### config.mk
export PLATFORM = sky130hd
export DESIGN_NAME = ecgds_core
export DESIGN_NICKNAME = d
export VERILOG_FILES = /design/src/core/ecgds_pkg.sv /design/src/core/ecgds_core.sv
export SDC_FILE = /design/constraint.sdc
export NUM_CORES = 2
export LEC_CHECK = 0
export BUFFER_PORTS_ARGS = -buffer_cell sky130_fd_sc_hd__buf_4
export CAP_MARGIN = 20
export CORE_ASPECT_RATIO = 0.75
export CORE_MARGIN = 1.5
export CORE_UTILIZATION = 35
export DETAILED_ROUTE_END_ITERATION = 10
export PLACE_DENSITY = 0.57
export SETUP_SLACK_MARGIN = 0.15
export SLEW_MARGIN = 15
export SYNTH_ARGS = -nofsm -noshare
export SYNTH_HDL_FRONTEND = slang
export SYNTH_SLANG_ARGS = --single-unit
### constraint.sdc
create_clock -name pclk -period 15.1 [get_ports pclk]
set_clock_uncertainty 0.05 [all_clocks]
set_input_delay 0.755 -clock pclk [delete_from_list [all_inputs] [get_ports pclk]]
set_output_delay 0.755 -clock pclk [all_outputs]
set_load 0.01 [all_outputs]
### src/core/ecgds_pkg.sv
// Constants, register map and types for the gang sync and decimation block.
package ecgds_pkg;
    localparam logic [11:0] ECGDS_CTRL_OFF   = 12'h000;
    localparam logic [11:0] ECGDS_CFG_OFF    = 12'h004;
    localparam logic [11:0] ECGDS_TRIM_OFF   = 12'h008;
    localparam logic [11:0] ECGDS_STAT_OFF   = 12'h00c;
    localparam logic [11:0] ECGDS_DELAY_OFF  = 12'h010;
    localparam int          ECGDS_CONV_BIT   = 2;
    localparam int          ECGDS_LOWP_BIT   = 3;
    localparam int          ECGDS_GANG_BIT   = 4;
    localparam int          ECGDS_MASTER_BIT = 5;
    localparam int          ECGDS_RATE_LSB   = 0;
    localparam int          ECGDS_CORN_LSB   = 2;
    localparam int          ECGDS_CAL_BIT    = 4;
    localparam int          ECGDS_PACE_BIT   = 5;
    localparam logic [5:0]  ECGDS_CTRL_RST   = 6'h00;
    localparam logic [5:0]  ECGDS_CFG_RST    = 6'h00;
    localparam logic [15:0] ECGDS_TRIM_RST   = 16'h4000;
    localparam int          ECGDS_TRIM_FRAC  = 14;
    localparam logic [1:0]  ECGDS_RATE_128K  = 2'h0;
    localparam logic [1:0]  ECGDS_RATE_16K   = 2'h1;
    localparam logic [1:0]  ECGDS_RATE_2K    = 2'h2;
    localparam logic [24:0] ECGDS_CLK_HZ     = 25'h1312d00;
    localparam logic [24:0] ECGDS_FS_HP_HZ   = 25'h01f4000;
    localparam logic [24:0] ECGDS_FS_LP_HZ   = 25'h00fa000;
    localparam logic [3:0]  ECGDS_DEC_HP_128K = 4'h4;
    localparam logic [3:0]  ECGDS_DEC_HP_16K  = 4'h7;
    localparam logic [3:0]  ECGDS_DEC_HP_2K   = 4'ha;
    localparam logic [3:0]  ECGDS_DEC_MAX     = 4'ha;
    localparam logic [3:0]  ECGDS_DROP_128K  = 4'h8;
    localparam logic [3:0]  ECGDS_DROP_16K   = 4'h6;
    localparam logic [3:0]  ECGDS_DROP_2K    = 4'h5;
    localparam logic [23:0] ECGDS_DLY_450_NS = 24'h0f03c0;
    localparam logic [23:0] ECGDS_DLY_250_NS = 24'h1d3878;
    localparam logic [23:0] ECGDS_DLY_150_NS = 24'h291f58;
    localparam logic [23:0] ECGDS_DLY_40_NS  = 24'h7497a8;
    localparam logic [23:0] ECGDS_DLY_16K_NS = 24'h01a9c8;
    localparam logic [23:0] ECGDS_DLY_FIX_NS = 24'h009470;

    typedef enum logic [1:0] {
        ECGDS_IDLE = 2'b00,
        ECGDS_WAIT = 2'b01,
        ECGDS_RUN  = 2'b11
    } ecgds_state_t;

    typedef struct packed {
        ecgds_state_t        state;
        logic [5:0]          ctrl;
        logic [5:0]          cfg;
        logic [15:0]         trim;
        logic [24:0]         acc;
        logic                clk_tog;
        logic                clk_prev;
        logic                sync_out;
        logic                sync_prev;
        logic                conv_prev;
        logic [9:0]          dcnt;
        logic signed [25:0]  sum;
        logic signed [23:0]  lp;
        logic signed [23:0]  data;
        logic                valid;
        logic [3:0]          pcnt;
        logic signed [19:0]  psum;
        logic [15:0]         pdata;
        logic                pvalid;
        logic [31:0]         prdata;
        logic                pslverr;
    } ecgds_regs_t;
endpackage : ecgds_pkg

### src/core/ecgds_core.sv
// Gang sync, sample timing, decimation chain and APB registers of the ECG front end.
`timescale 1ns/1ps
module ecgds_core
    import ecgds_pkg::*;
(
    input  wire logic               pclk,
    input  wire logic               presetn,
    input  wire logic               psel,
    input  wire logic               penable,
    input  wire logic               pwrite,
    input  wire logic [11:0]        paddr,
    input  wire logic [31:0]        pwdata,
    output logic                    pready,
    output logic [31:0]             prdata,
    output logic                    pslverr,
    input  wire logic               sync_gang_i,
    output logic                    sync_gang_o,
    output logic                    sync_gang_oe,
    input  wire logic               clk_io_i,
    output logic                    clk_io_o,
    output logic                    clk_io_oe,
    output logic                    cal_dac_oe,
    output logic                    common_level_output_en,
    output logic                    common_level_input_sel,
    output logic                    adc_strobe,
    input  wire logic signed [15:0] adc_sample,
    output logic signed [23:0]      ecg_data,
    output logic                    ecg_valid,
    output logic                    pace_if_en,
    output logic [15:0]             pace_data,
    output logic                    pace_valid
);
    ecgds_regs_t r, n;

    logic               gang, master, slave, conv, lowp;
    logic [1:0]         rate, corner;
    logic               sync_edge, strobe, wr, rd, hit, at_end;
    logic [3:0]         dec_log, drop;
    logic [9:0]         dec_last;
    logic [3:0]         pace_last;
    logic signed [25:0] sum_now, sum_norm;
    logic signed [23:0] dec_word, filt, masked;
    logic signed [39:0] trimmed;
    logic [23:0]        delay_app, delay_abs;
    logic [24:0]        acc_add;

    assign gang   = r.ctrl[ECGDS_GANG_BIT];
    assign master = r.ctrl[ECGDS_MASTER_BIT];
    assign slave  = gang & ~master;
    assign conv   = r.ctrl[ECGDS_CONV_BIT];
    assign lowp   = r.ctrl[ECGDS_LOWP_BIT];
    assign rate   = r.cfg[ECGDS_RATE_LSB +: 2];
    assign corner = r.cfg[ECGDS_CORN_LSB +: 2];

    // The shared clock is synchronous here, so a slave samples on each of its edges.
    assign sync_edge = sync_gang_i & ~r.sync_prev;
    assign strobe    = slave ? (clk_io_i ^ r.clk_prev)
                             : (r.acc + acc_add >= ECGDS_CLK_HZ);
    assign acc_add   = lowp ? ECGDS_FS_LP_HZ : ECGDS_FS_HP_HZ;

    // Low power halves the sample rate, so one fewer decimation stage is needed.
    always_comb begin
        case (rate)
            ECGDS_RATE_16K: begin
                dec_log = ECGDS_DEC_HP_16K;
                drop    = ECGDS_DROP_16K;
                delay_app = ECGDS_DLY_16K_NS;
            end
            ECGDS_RATE_2K: begin
                dec_log = ECGDS_DEC_HP_2K;
                drop    = ECGDS_DROP_2K;
                case (corner)
                    2'h0:    delay_app = ECGDS_DLY_450_NS;
                    2'h1:    delay_app = ECGDS_DLY_250_NS;
                    2'h2:    delay_app = ECGDS_DLY_150_NS;
                    default: delay_app = ECGDS_DLY_40_NS;
                endcase
            end
            default: begin
                dec_log = ECGDS_DEC_HP_128K;
                drop    = ECGDS_DROP_128K;
                delay_app = 24'h000000;
            end
        endcase
        if (lowp) begin
            dec_log = dec_log - 4'h1;
        end
    end

    assign delay_abs = delay_app + ECGDS_DLY_FIX_NS;
    assign dec_last  = 10'((11'h001 << dec_log) - 11'h001);
    assign pace_last = 4'((5'h01 << (dec_log - (ECGDS_DEC_HP_2K - ECGDS_DEC_HP_128K) * 4'(rate == ECGDS_RATE_2K)
                          - (ECGDS_DEC_HP_16K - ECGDS_DEC_HP_128K) * 4'(rate == ECGDS_RATE_16K))) - 5'h01);
    assign at_end    = (r.dcnt == dec_last);
    assign sum_now   = r.sum + 26'(adc_sample);
    assign sum_norm  = sum_now <<< (ECGDS_DEC_MAX - dec_log);
    assign dec_word  = sum_norm[25:2];
    // One first-order stage whose shift sets the corner; only the 2 kHz path uses it.
    assign filt      = (rate == ECGDS_RATE_2K)
                       ? r.lp + ((dec_word - r.lp) >>> corner)
                       : dec_word;
    assign trimmed   = filt * $signed({1'b0, r.trim[14:0]});
    assign masked    = 24'(trimmed >>> ECGDS_TRIM_FRAC) & ~24'((25'h0000001 << drop) - 25'h0000001);

    assign wr  = psel & ~penable & pwrite;
    assign rd  = psel & ~penable & ~pwrite;
    assign hit = (paddr == ECGDS_CTRL_OFF) | (paddr == ECGDS_CFG_OFF) | (paddr == ECGDS_TRIM_OFF)
               | (paddr == ECGDS_STAT_OFF) | (paddr == ECGDS_DELAY_OFF);

    always_comb begin
        n           = r;
        n.valid     = 1'b0;
        n.pvalid    = 1'b0;
        n.sync_prev = sync_gang_i;
        n.clk_prev  = clk_io_i;
        n.conv_prev = conv;
        // Writes land in the setup cycle so the access cycle can answer at once.
        if (psel & ~penable) begin
            n.pslverr = ~hit;
            n.prdata  = 32'h00000000;
        end
        if (wr) begin
            case (paddr)
                ECGDS_CTRL_OFF: n.ctrl = pwdata[5:0];
                ECGDS_CFG_OFF:  n.cfg  = pwdata[5:0];
                ECGDS_TRIM_OFF: n.trim = pwdata[15:0];
                default:        n.ctrl = r.ctrl;
            endcase
        end
        if (rd) begin
            case (paddr)
                ECGDS_CTRL_OFF:  n.prdata = {26'h0000000, r.ctrl};
                ECGDS_CFG_OFF:   n.prdata = {26'h0000000, r.cfg};
                ECGDS_TRIM_OFF:  n.prdata = {16'h0000, r.trim};
                ECGDS_STAT_OFF:  n.prdata = {28'h0000000, r.sync_out, 1'b0, r.state};
                ECGDS_DELAY_OFF: n.prdata = {8'h00, delay_abs};
                default:         n.prdata = 32'h00000000;
            endcase
        end
        if (!gang) begin
            n.sync_out = 1'b0;
        end else if (master && conv && !r.conv_prev) begin
            n.sync_out = 1'b1;
        end
        n.acc = strobe && !slave ? r.acc + acc_add - ECGDS_CLK_HZ
                                 : (slave ? 25'h0000000 : r.acc + acc_add);
        if (strobe) begin
            n.clk_tog = ~r.clk_tog;
        end
        case (r.state)
            ECGDS_IDLE: begin
                if (conv) begin
                    n.state = slave ? ECGDS_WAIT : ECGDS_RUN;
                end
            end
            ECGDS_WAIT: begin
                if (!conv) begin
                    n.state = ECGDS_IDLE;
                end else if (sync_edge) begin
                    n.state = ECGDS_RUN;
                end
            end
            ECGDS_RUN: begin
                if (!conv) begin
                    n.state = ECGDS_IDLE;
                end else if (strobe) begin
                    n.dcnt = at_end ? 10'h000 : r.dcnt + 10'h001;
                    n.sum  = at_end ? 26'sh0000000 : sum_now;
                    n.psum = (r.pcnt == pace_last) ? 20'sh00000 : r.psum + 20'(adc_sample);
                    n.pcnt = (r.pcnt == pace_last) ? 4'h0 : r.pcnt + 4'h1;
                    if (at_end) begin
                        n.lp    = filt;
                        n.data  = masked;
                        n.valid = 1'b1;
                    end
                    if (r.pcnt == pace_last && r.cfg[ECGDS_PACE_BIT]) begin
                        n.pdata  = 16'((r.psum + 20'(adc_sample)) >>> ECGDS_DEC_HP_128K);
                        n.pvalid = 1'b1;
                    end
                end
            end
            default: n.state = ECGDS_IDLE;
        endcase
        if (n.state != ECGDS_RUN) begin
            n.dcnt = 10'h000;
            n.sum  = 26'sh0000000;
            n.lp   = 24'sh000000;
            n.pcnt = 4'h0;
            n.psum = 20'sh00000;
        end
    end

    always_ff @(posedge pclk or negedge presetn) begin
        if (!presetn) begin
            r       <= '0;
            r.state <= ECGDS_IDLE;
            r.ctrl  <= ECGDS_CTRL_RST;
            r.cfg   <= ECGDS_CFG_RST;
            r.trim  <= ECGDS_TRIM_RST;
        end else begin
            r <= n;
        end
    end

    assign pready                 = 1'b1;
    assign prdata                 = r.prdata;
    assign pslverr                = r.pslverr;
    assign sync_gang_o            = r.sync_out;
    assign sync_gang_oe           = gang & master;
    assign clk_io_o               = r.clk_tog;
    assign clk_io_oe              = gang & master;
    assign cal_dac_oe             = gang & master & r.cfg[ECGDS_CAL_BIT];
    assign common_level_output_en = gang & master;
    assign common_level_input_sel = slave;
    assign adc_strobe             = strobe & (r.state == ECGDS_RUN);
    assign ecg_data               = r.data;
    assign ecg_valid              = r.valid;
    assign pace_if_en             = r.cfg[ECGDS_PACE_BIT];
    assign pace_data              = r.pdata;
    assign pace_valid             = r.pvalid;
endmodule : ecgds_core

* After elaboration in Yosys (flattened, before gate mapping) *
Cells that the tools add are included.

word-level totals
  input port bits = 67
  output and inout port bits = 85
  register bits = 219

operators by class
  shift-type cells = 5
  $mul = 3
  bitwise operators = 21
  magnitude comparators = 1
  muxes and demuxes = 32
  reduce and logical (&&, ||, !) cells = 21
  add/subtract/negate cells = 16
  equal/unequal tests = 14

operators with widths
  operator                  count
  $mux W126                 3
  $pmux W24 S5              1
  $pmux W23 S3              1
  $mux W60                  1
  $mux W25                  2
  $mux W49                  1
  $mux W24                  2
  $pmux W23 S2              1
  $mul A24 B16 Y38          1
  $mux W33                  1
  $mux W32                  1
  $add A26 B16 Y26          1
  $mux W26                  1
  $sshl A26 B4 Y26          1
  $add A25 B21 Y25          1
  $ge A25 B25 Y1 const B    1
  $sub A25 B25 Y25 const B  1
  $add A24 B16 Y24 const B  1
  $add A24 B24 Y24          1
  $and A24 B24 Y24          1
  $eq A12 B4 Y1 const B     2
  $not A24 Y24              1
  $shl A1 B4 Y24 const A    1
  $sshr A24 B2 Y24          1
  42 further kinds          84

* Logic depth before layout (Yosys ltp) *
  word-level depth = 17
  mapped depth = 61

* Worst setup path before layout *
OpenSTA, ideal clock, no wires.

  path kind = reg2reg
  from = register r[206] (netlist bit)
  to = register r, in the netlist ecg_data[23]
  buffers on the path = 4
  slack = 2283 ps
  setup time = 125 ps
  stages on the path, launching flop included = 56
  arrival = 12642 ps
  path through = dfrtp_1 -> inv_1 -> ha_1 -> ha_1 -> clkbuf_1 -> clkinv_1 -> o2111ai_1 -> o221a_2 -> and2_1 -> buf_2 -> buf_1 -> or3_1 -> ha_1 -> inv_1 -> fa_1 -> a21o_1 -> a21oi_1 -> o21ai_0 -> (+20 left out) -> fa_1 -> inv_1 -> fa_1 -> fa_1 -> fa_1 -> inv_1 -> fa_1 -> inv_1 -> ha_1 -> a21o_1 -> a21o_1 -> nand2_1 -> o21ai_2 -> o41ai_2 -> o21ba_2 -> o21ai_2 -> xnor3_1 -> mux2_2

between the ends
  longest elaborated chain between the ends = 12

RTL lines
  element                                              RTL line                            text
  from (decl)                                          ecgds_core.sv:33                    ecgds_regs_t r, n;
  from (signal assigned)                               ecgds_core.sv:201                   r <= n;
  $eq A2 B2 Y1 / $eq A2 B1 Y1 (equally long branches)  ecgds_core.sv:63, ecgds_core.sv:99
  $pmux W4 S2                                          ecgds_core.sv:63                    case (rate)
  $sub A4 B1 Y4                                        ecgds_core.sv:86                    dec_log = dec_log - 4'h1;
  $mux W4                                              ecgds_core.sv:85                    if (lowp) begin
  $sub A4 B4 Y4                                        ecgds_core.sv:96                    assign sum_norm = sum_now <<< (ECGDS_DEC_MAX - dec_log);
  $sshl A26 B4 Y26                                     ecgds_core.sv:96
  $sub A24 B24 Y24                                     ecgds_core.sv:100                   ? r.lp + ((dec_word - r.lp) >>> corner)
  $sshr A24 B2 Y24                                     ecgds_core.sv:100
  $add A24 B24 Y24                                     ecgds_core.sv:100
  $mux W24                                             ecgds_core.sv:100
  $mul A24 B16 Y38                                     ecgds_core.sv:102                   assign trimmed = filt * $signed({1'b0, r.trim[14:0]});
  $and A24 B24 Y24                                     ecgds_core.sv:103                   assign masked = 24'(trimmed >>> ECGDS_TRIM_FRAC) & ~24'((25'h0000001 << drop) - 25'h0000001);

Parallel ways exist; a longest one is shown, timed or not.
A chain may end at the register's enable or synchronous reset.

* Final worst setup path *
Same ends and word-level chain as after synthesis.

==> results.txt <==
CP Data Arrival Time -> 14450 ps
Hpwl dp -> 59430 um
Number of diodes -> 0
DR vias -> 22208
Synth Area in Compound Gates -> 14.19%
Detailed Route WL -> 76130 um
Max Cap Viol -> 0
Path type of the worst min-delay path -> input port to asynchronous set/reset pin
WS Path Type -> flip-flop to flip-flop
Die Wd -> 334.8 um
DIE HEIGHT -> 251.9 um
Final Setup Violations -> 0
Ys async rst share -> 100.0%
Final hold violations -> 0
Fin Hold WS -> 63.23 ps
Core area -> 81980 um2
Placer Congestion -> 0.8933
Synth area leaders -> fa_1 23%, dfrtp_1 17%, ha_1 9.1%, inv_1 6.0%, nand2_1 5.3%
Reg2Reg Capture Point -> ecg_data[23]
Largest stage delay on the critical path -> 540 ps
WL/cell -> 17.35 um
Clock sinks -> 203
Mean post-synth cell area -> 8.772 um2
Post-synth cell types -> 98
Status -> finished, final reports clean
R2r startpoint -> r[206]
Vias in the first global route -> 22703
Post-Synth XOR/XNOR Area -> 5.074%
Placement Rows -> 91
Yosys top cell area share -> 23.48%
Number of I/O port buffers -> 126
FF+latch count, synth -> 203
Largest family of logic cells by synthesized area -> adder cells
RSZ-0062 raised after global routing -> no
Initial cell density of the core -> 35.26%
R2R depth -> 54
Sequential fraction of the synthesis area -> 17.58%
Final TNS setup -> 0 ps
CP endpoint -> ecg_data[23]
Multiplexer area fraction after synthesis -> 4.649%
Simple-gate area share of the yosys netlist -> 15.77%
Crit Path Max Fanout -> 20
Worst-margin pin slew -> 1072 ps
Top_reg_cell synth -> dfrtp_1
Critical path startpoint -> r[206]
Yosys warns -> 0
Post-Syn Area -> 28900 um2
Share of cells above drive strength 1 -> 10.58%
Fin. max-slew vios -> 0
Clock Root Buffer -> clkbuf_16
Hold_buf cts -> 0
Finished Layout Cells -> 4387
Clock Tree Buf Depth -> 3
Initial DRT Pass Iterations -> 5
Synth Area in Adders -> 32.57%
# IOs -> 152
Final period util -> 92.88%
Relative slew slack -> 27.76%
Commonest cells after routing, fill and taps aside -> 464 x inv_1, 411 x nand2_1, 339 x fa_1
Worst-path clk slew -> 60 ps
Peak supply drop -> 103.1 uV
Mapped Cells -> 3295
Post-synth EDFFs -> 0
GRT Overall Usage -> 18.48%
Cell mode on critical path -> fa_1
Max Clk Rate -> 0.07130 GHz
Slowest-stage cell, CP -> fa_1
Overall die area -> 84330 um2
Startpoint types -> flip-flop
CTS tree -> built
Static leakage -> 15.29 nW
CTS Buf Count -> 28
P per Cell Area -> 116.4 nW/um2
Yosys top cell by area -> fa_1
R2R setup slack -> 1080 ps
Fin crit period -> 14020 ps
DRC Markers -> 0
Average vias per placed instance -> 5.062
CP endpoint kind -> flip-flop
Starting DRC count in detailed routing -> 1343
Post-route ant nets -> 0
GRT Residual Overflow -> 0
Initial antenna violation count -> 1
Worst path required time -> 15520 ps
Largest net degree at the start of global routing -> 73
First-pass GRT wire length -> 126100 um
Most common cell after layout, fill and taps aside -> inv_1
Worst skew pair latency -> 600 ps
CTS H-tree depth -> 1
# fillers -> 8333
Area Growth Syn to Fin -> 9.242%
Placed insts -> 4333
Final net count -> 3912
## cell type report
class | count | area [um2] | share of cell area [%]
clock buffer | 39 | 812.0 | 2.572
clock inverter | 13 | 171.4 | 0.5429
inverter | 469 | 1764 | 5.587
multi-input combinational | 2410 | 21000 | 66.51
sequential | 203 | 5081 | 16.09
tap | 1069 | 1338 | 4.236
timing repair buffer | 184 | 1409 | 4.462
## through the flow
step	instance area, um2	util [%]	power [mW]	setup slack [ps]
2_1_floorplan	28940	-	2.376	2283
3_3_place_gp	30520	37.23	2.940	708.4
3_5_place_dp	30530	37.24	2.948	589.2
4_1_cts	31520	38.44	3.685	622.2
5_1_grt	31570	38.52	3.986	152.0
6_report	31570	38.52	3.675	1075
## where the power goes
group	internal (mW)	switching [mW]	leakage (nW)
registers	0.624	0.0597	2.70
logic	0.865	1.42	12.1
clock network	0.427	0.281	0.478
total	1.92	1.76	15.3
## routing by layer
metal	track usage [%]	wire length, um
met1	27.41	37670
met2	27.87	32110
met3	3.643	4857
met4	3.374	1487
met5	0	0
## worst min-delay path by stage
stage / slack [ps] / cells past startpoint / to
detailed placement: 410 / 1 / clk_io_o
CTS: 90 / 1 / ecg_data[18]
floorplan: 390 / 2 / ecg_data[11]
global placement: 410 / 2 / ecg_data[11]
global route: 100 / 1 / ecg_data[13]
finish: 60 / 1 / ecg_data[18]
## cell usage after synthesis (75+ instances only)
master and instances:
a21oi_1 138, xnor2_1 100, nor2_1 166, clkbuf_1 106, nand2_1 411, fa_1 339, dfrtp_1 202, ha_1 210
o21ai_0 139, buf_4 75, and2_1 158, inv_1 464
## worst max-delay path: cells and delay by family, from the launching register on
kind | cells | cell delay [ps]
AO/OA/AOI/OAI | 20 | 4670
multiplexers | 4 | 950
XOR/XNOR | 3 | 530
adder cells (fa/ha/maj) | 11 | 4800
buffers and inverters | 9 | 1180
AND/OR/NAND/NOR | 7 | 1240
flip-flops | 1 | 440
## cell families (layout without fill, tap and decap cells)
kind of cell / after synthesis / count (layout)
AO/OA/AOI/OAI: 607 / 607
XOR/XNOR: 165 / 165
adder cells (fa/ha/maj): 549 / 549
buffers and inverters: 691 / 705
flip-flops: 203 / 203
multiplexers: 118 / 118
other: 2 / 11
AND/OR/NAND/NOR: 960 / 960
## registers in the layout, indices dropped and copies added (netlist names)
name         flops
gang             1
conv             1
clk_io_o         1
master           1
ecg_data        24
pace_data       16
lowp             1
r              127
pace_valid       1
pslverr          1
ecg_valid        1
corner           2
pace_if_en       1
sync_gang_o      1
prdata          24
## repair_timing
item	in CTS	in global routing
endpoints found under the setup margin	0	8
resized for setup	0	8
setup buffers	0	2
No activity file was read; power rests on OpenSTA's default activity.
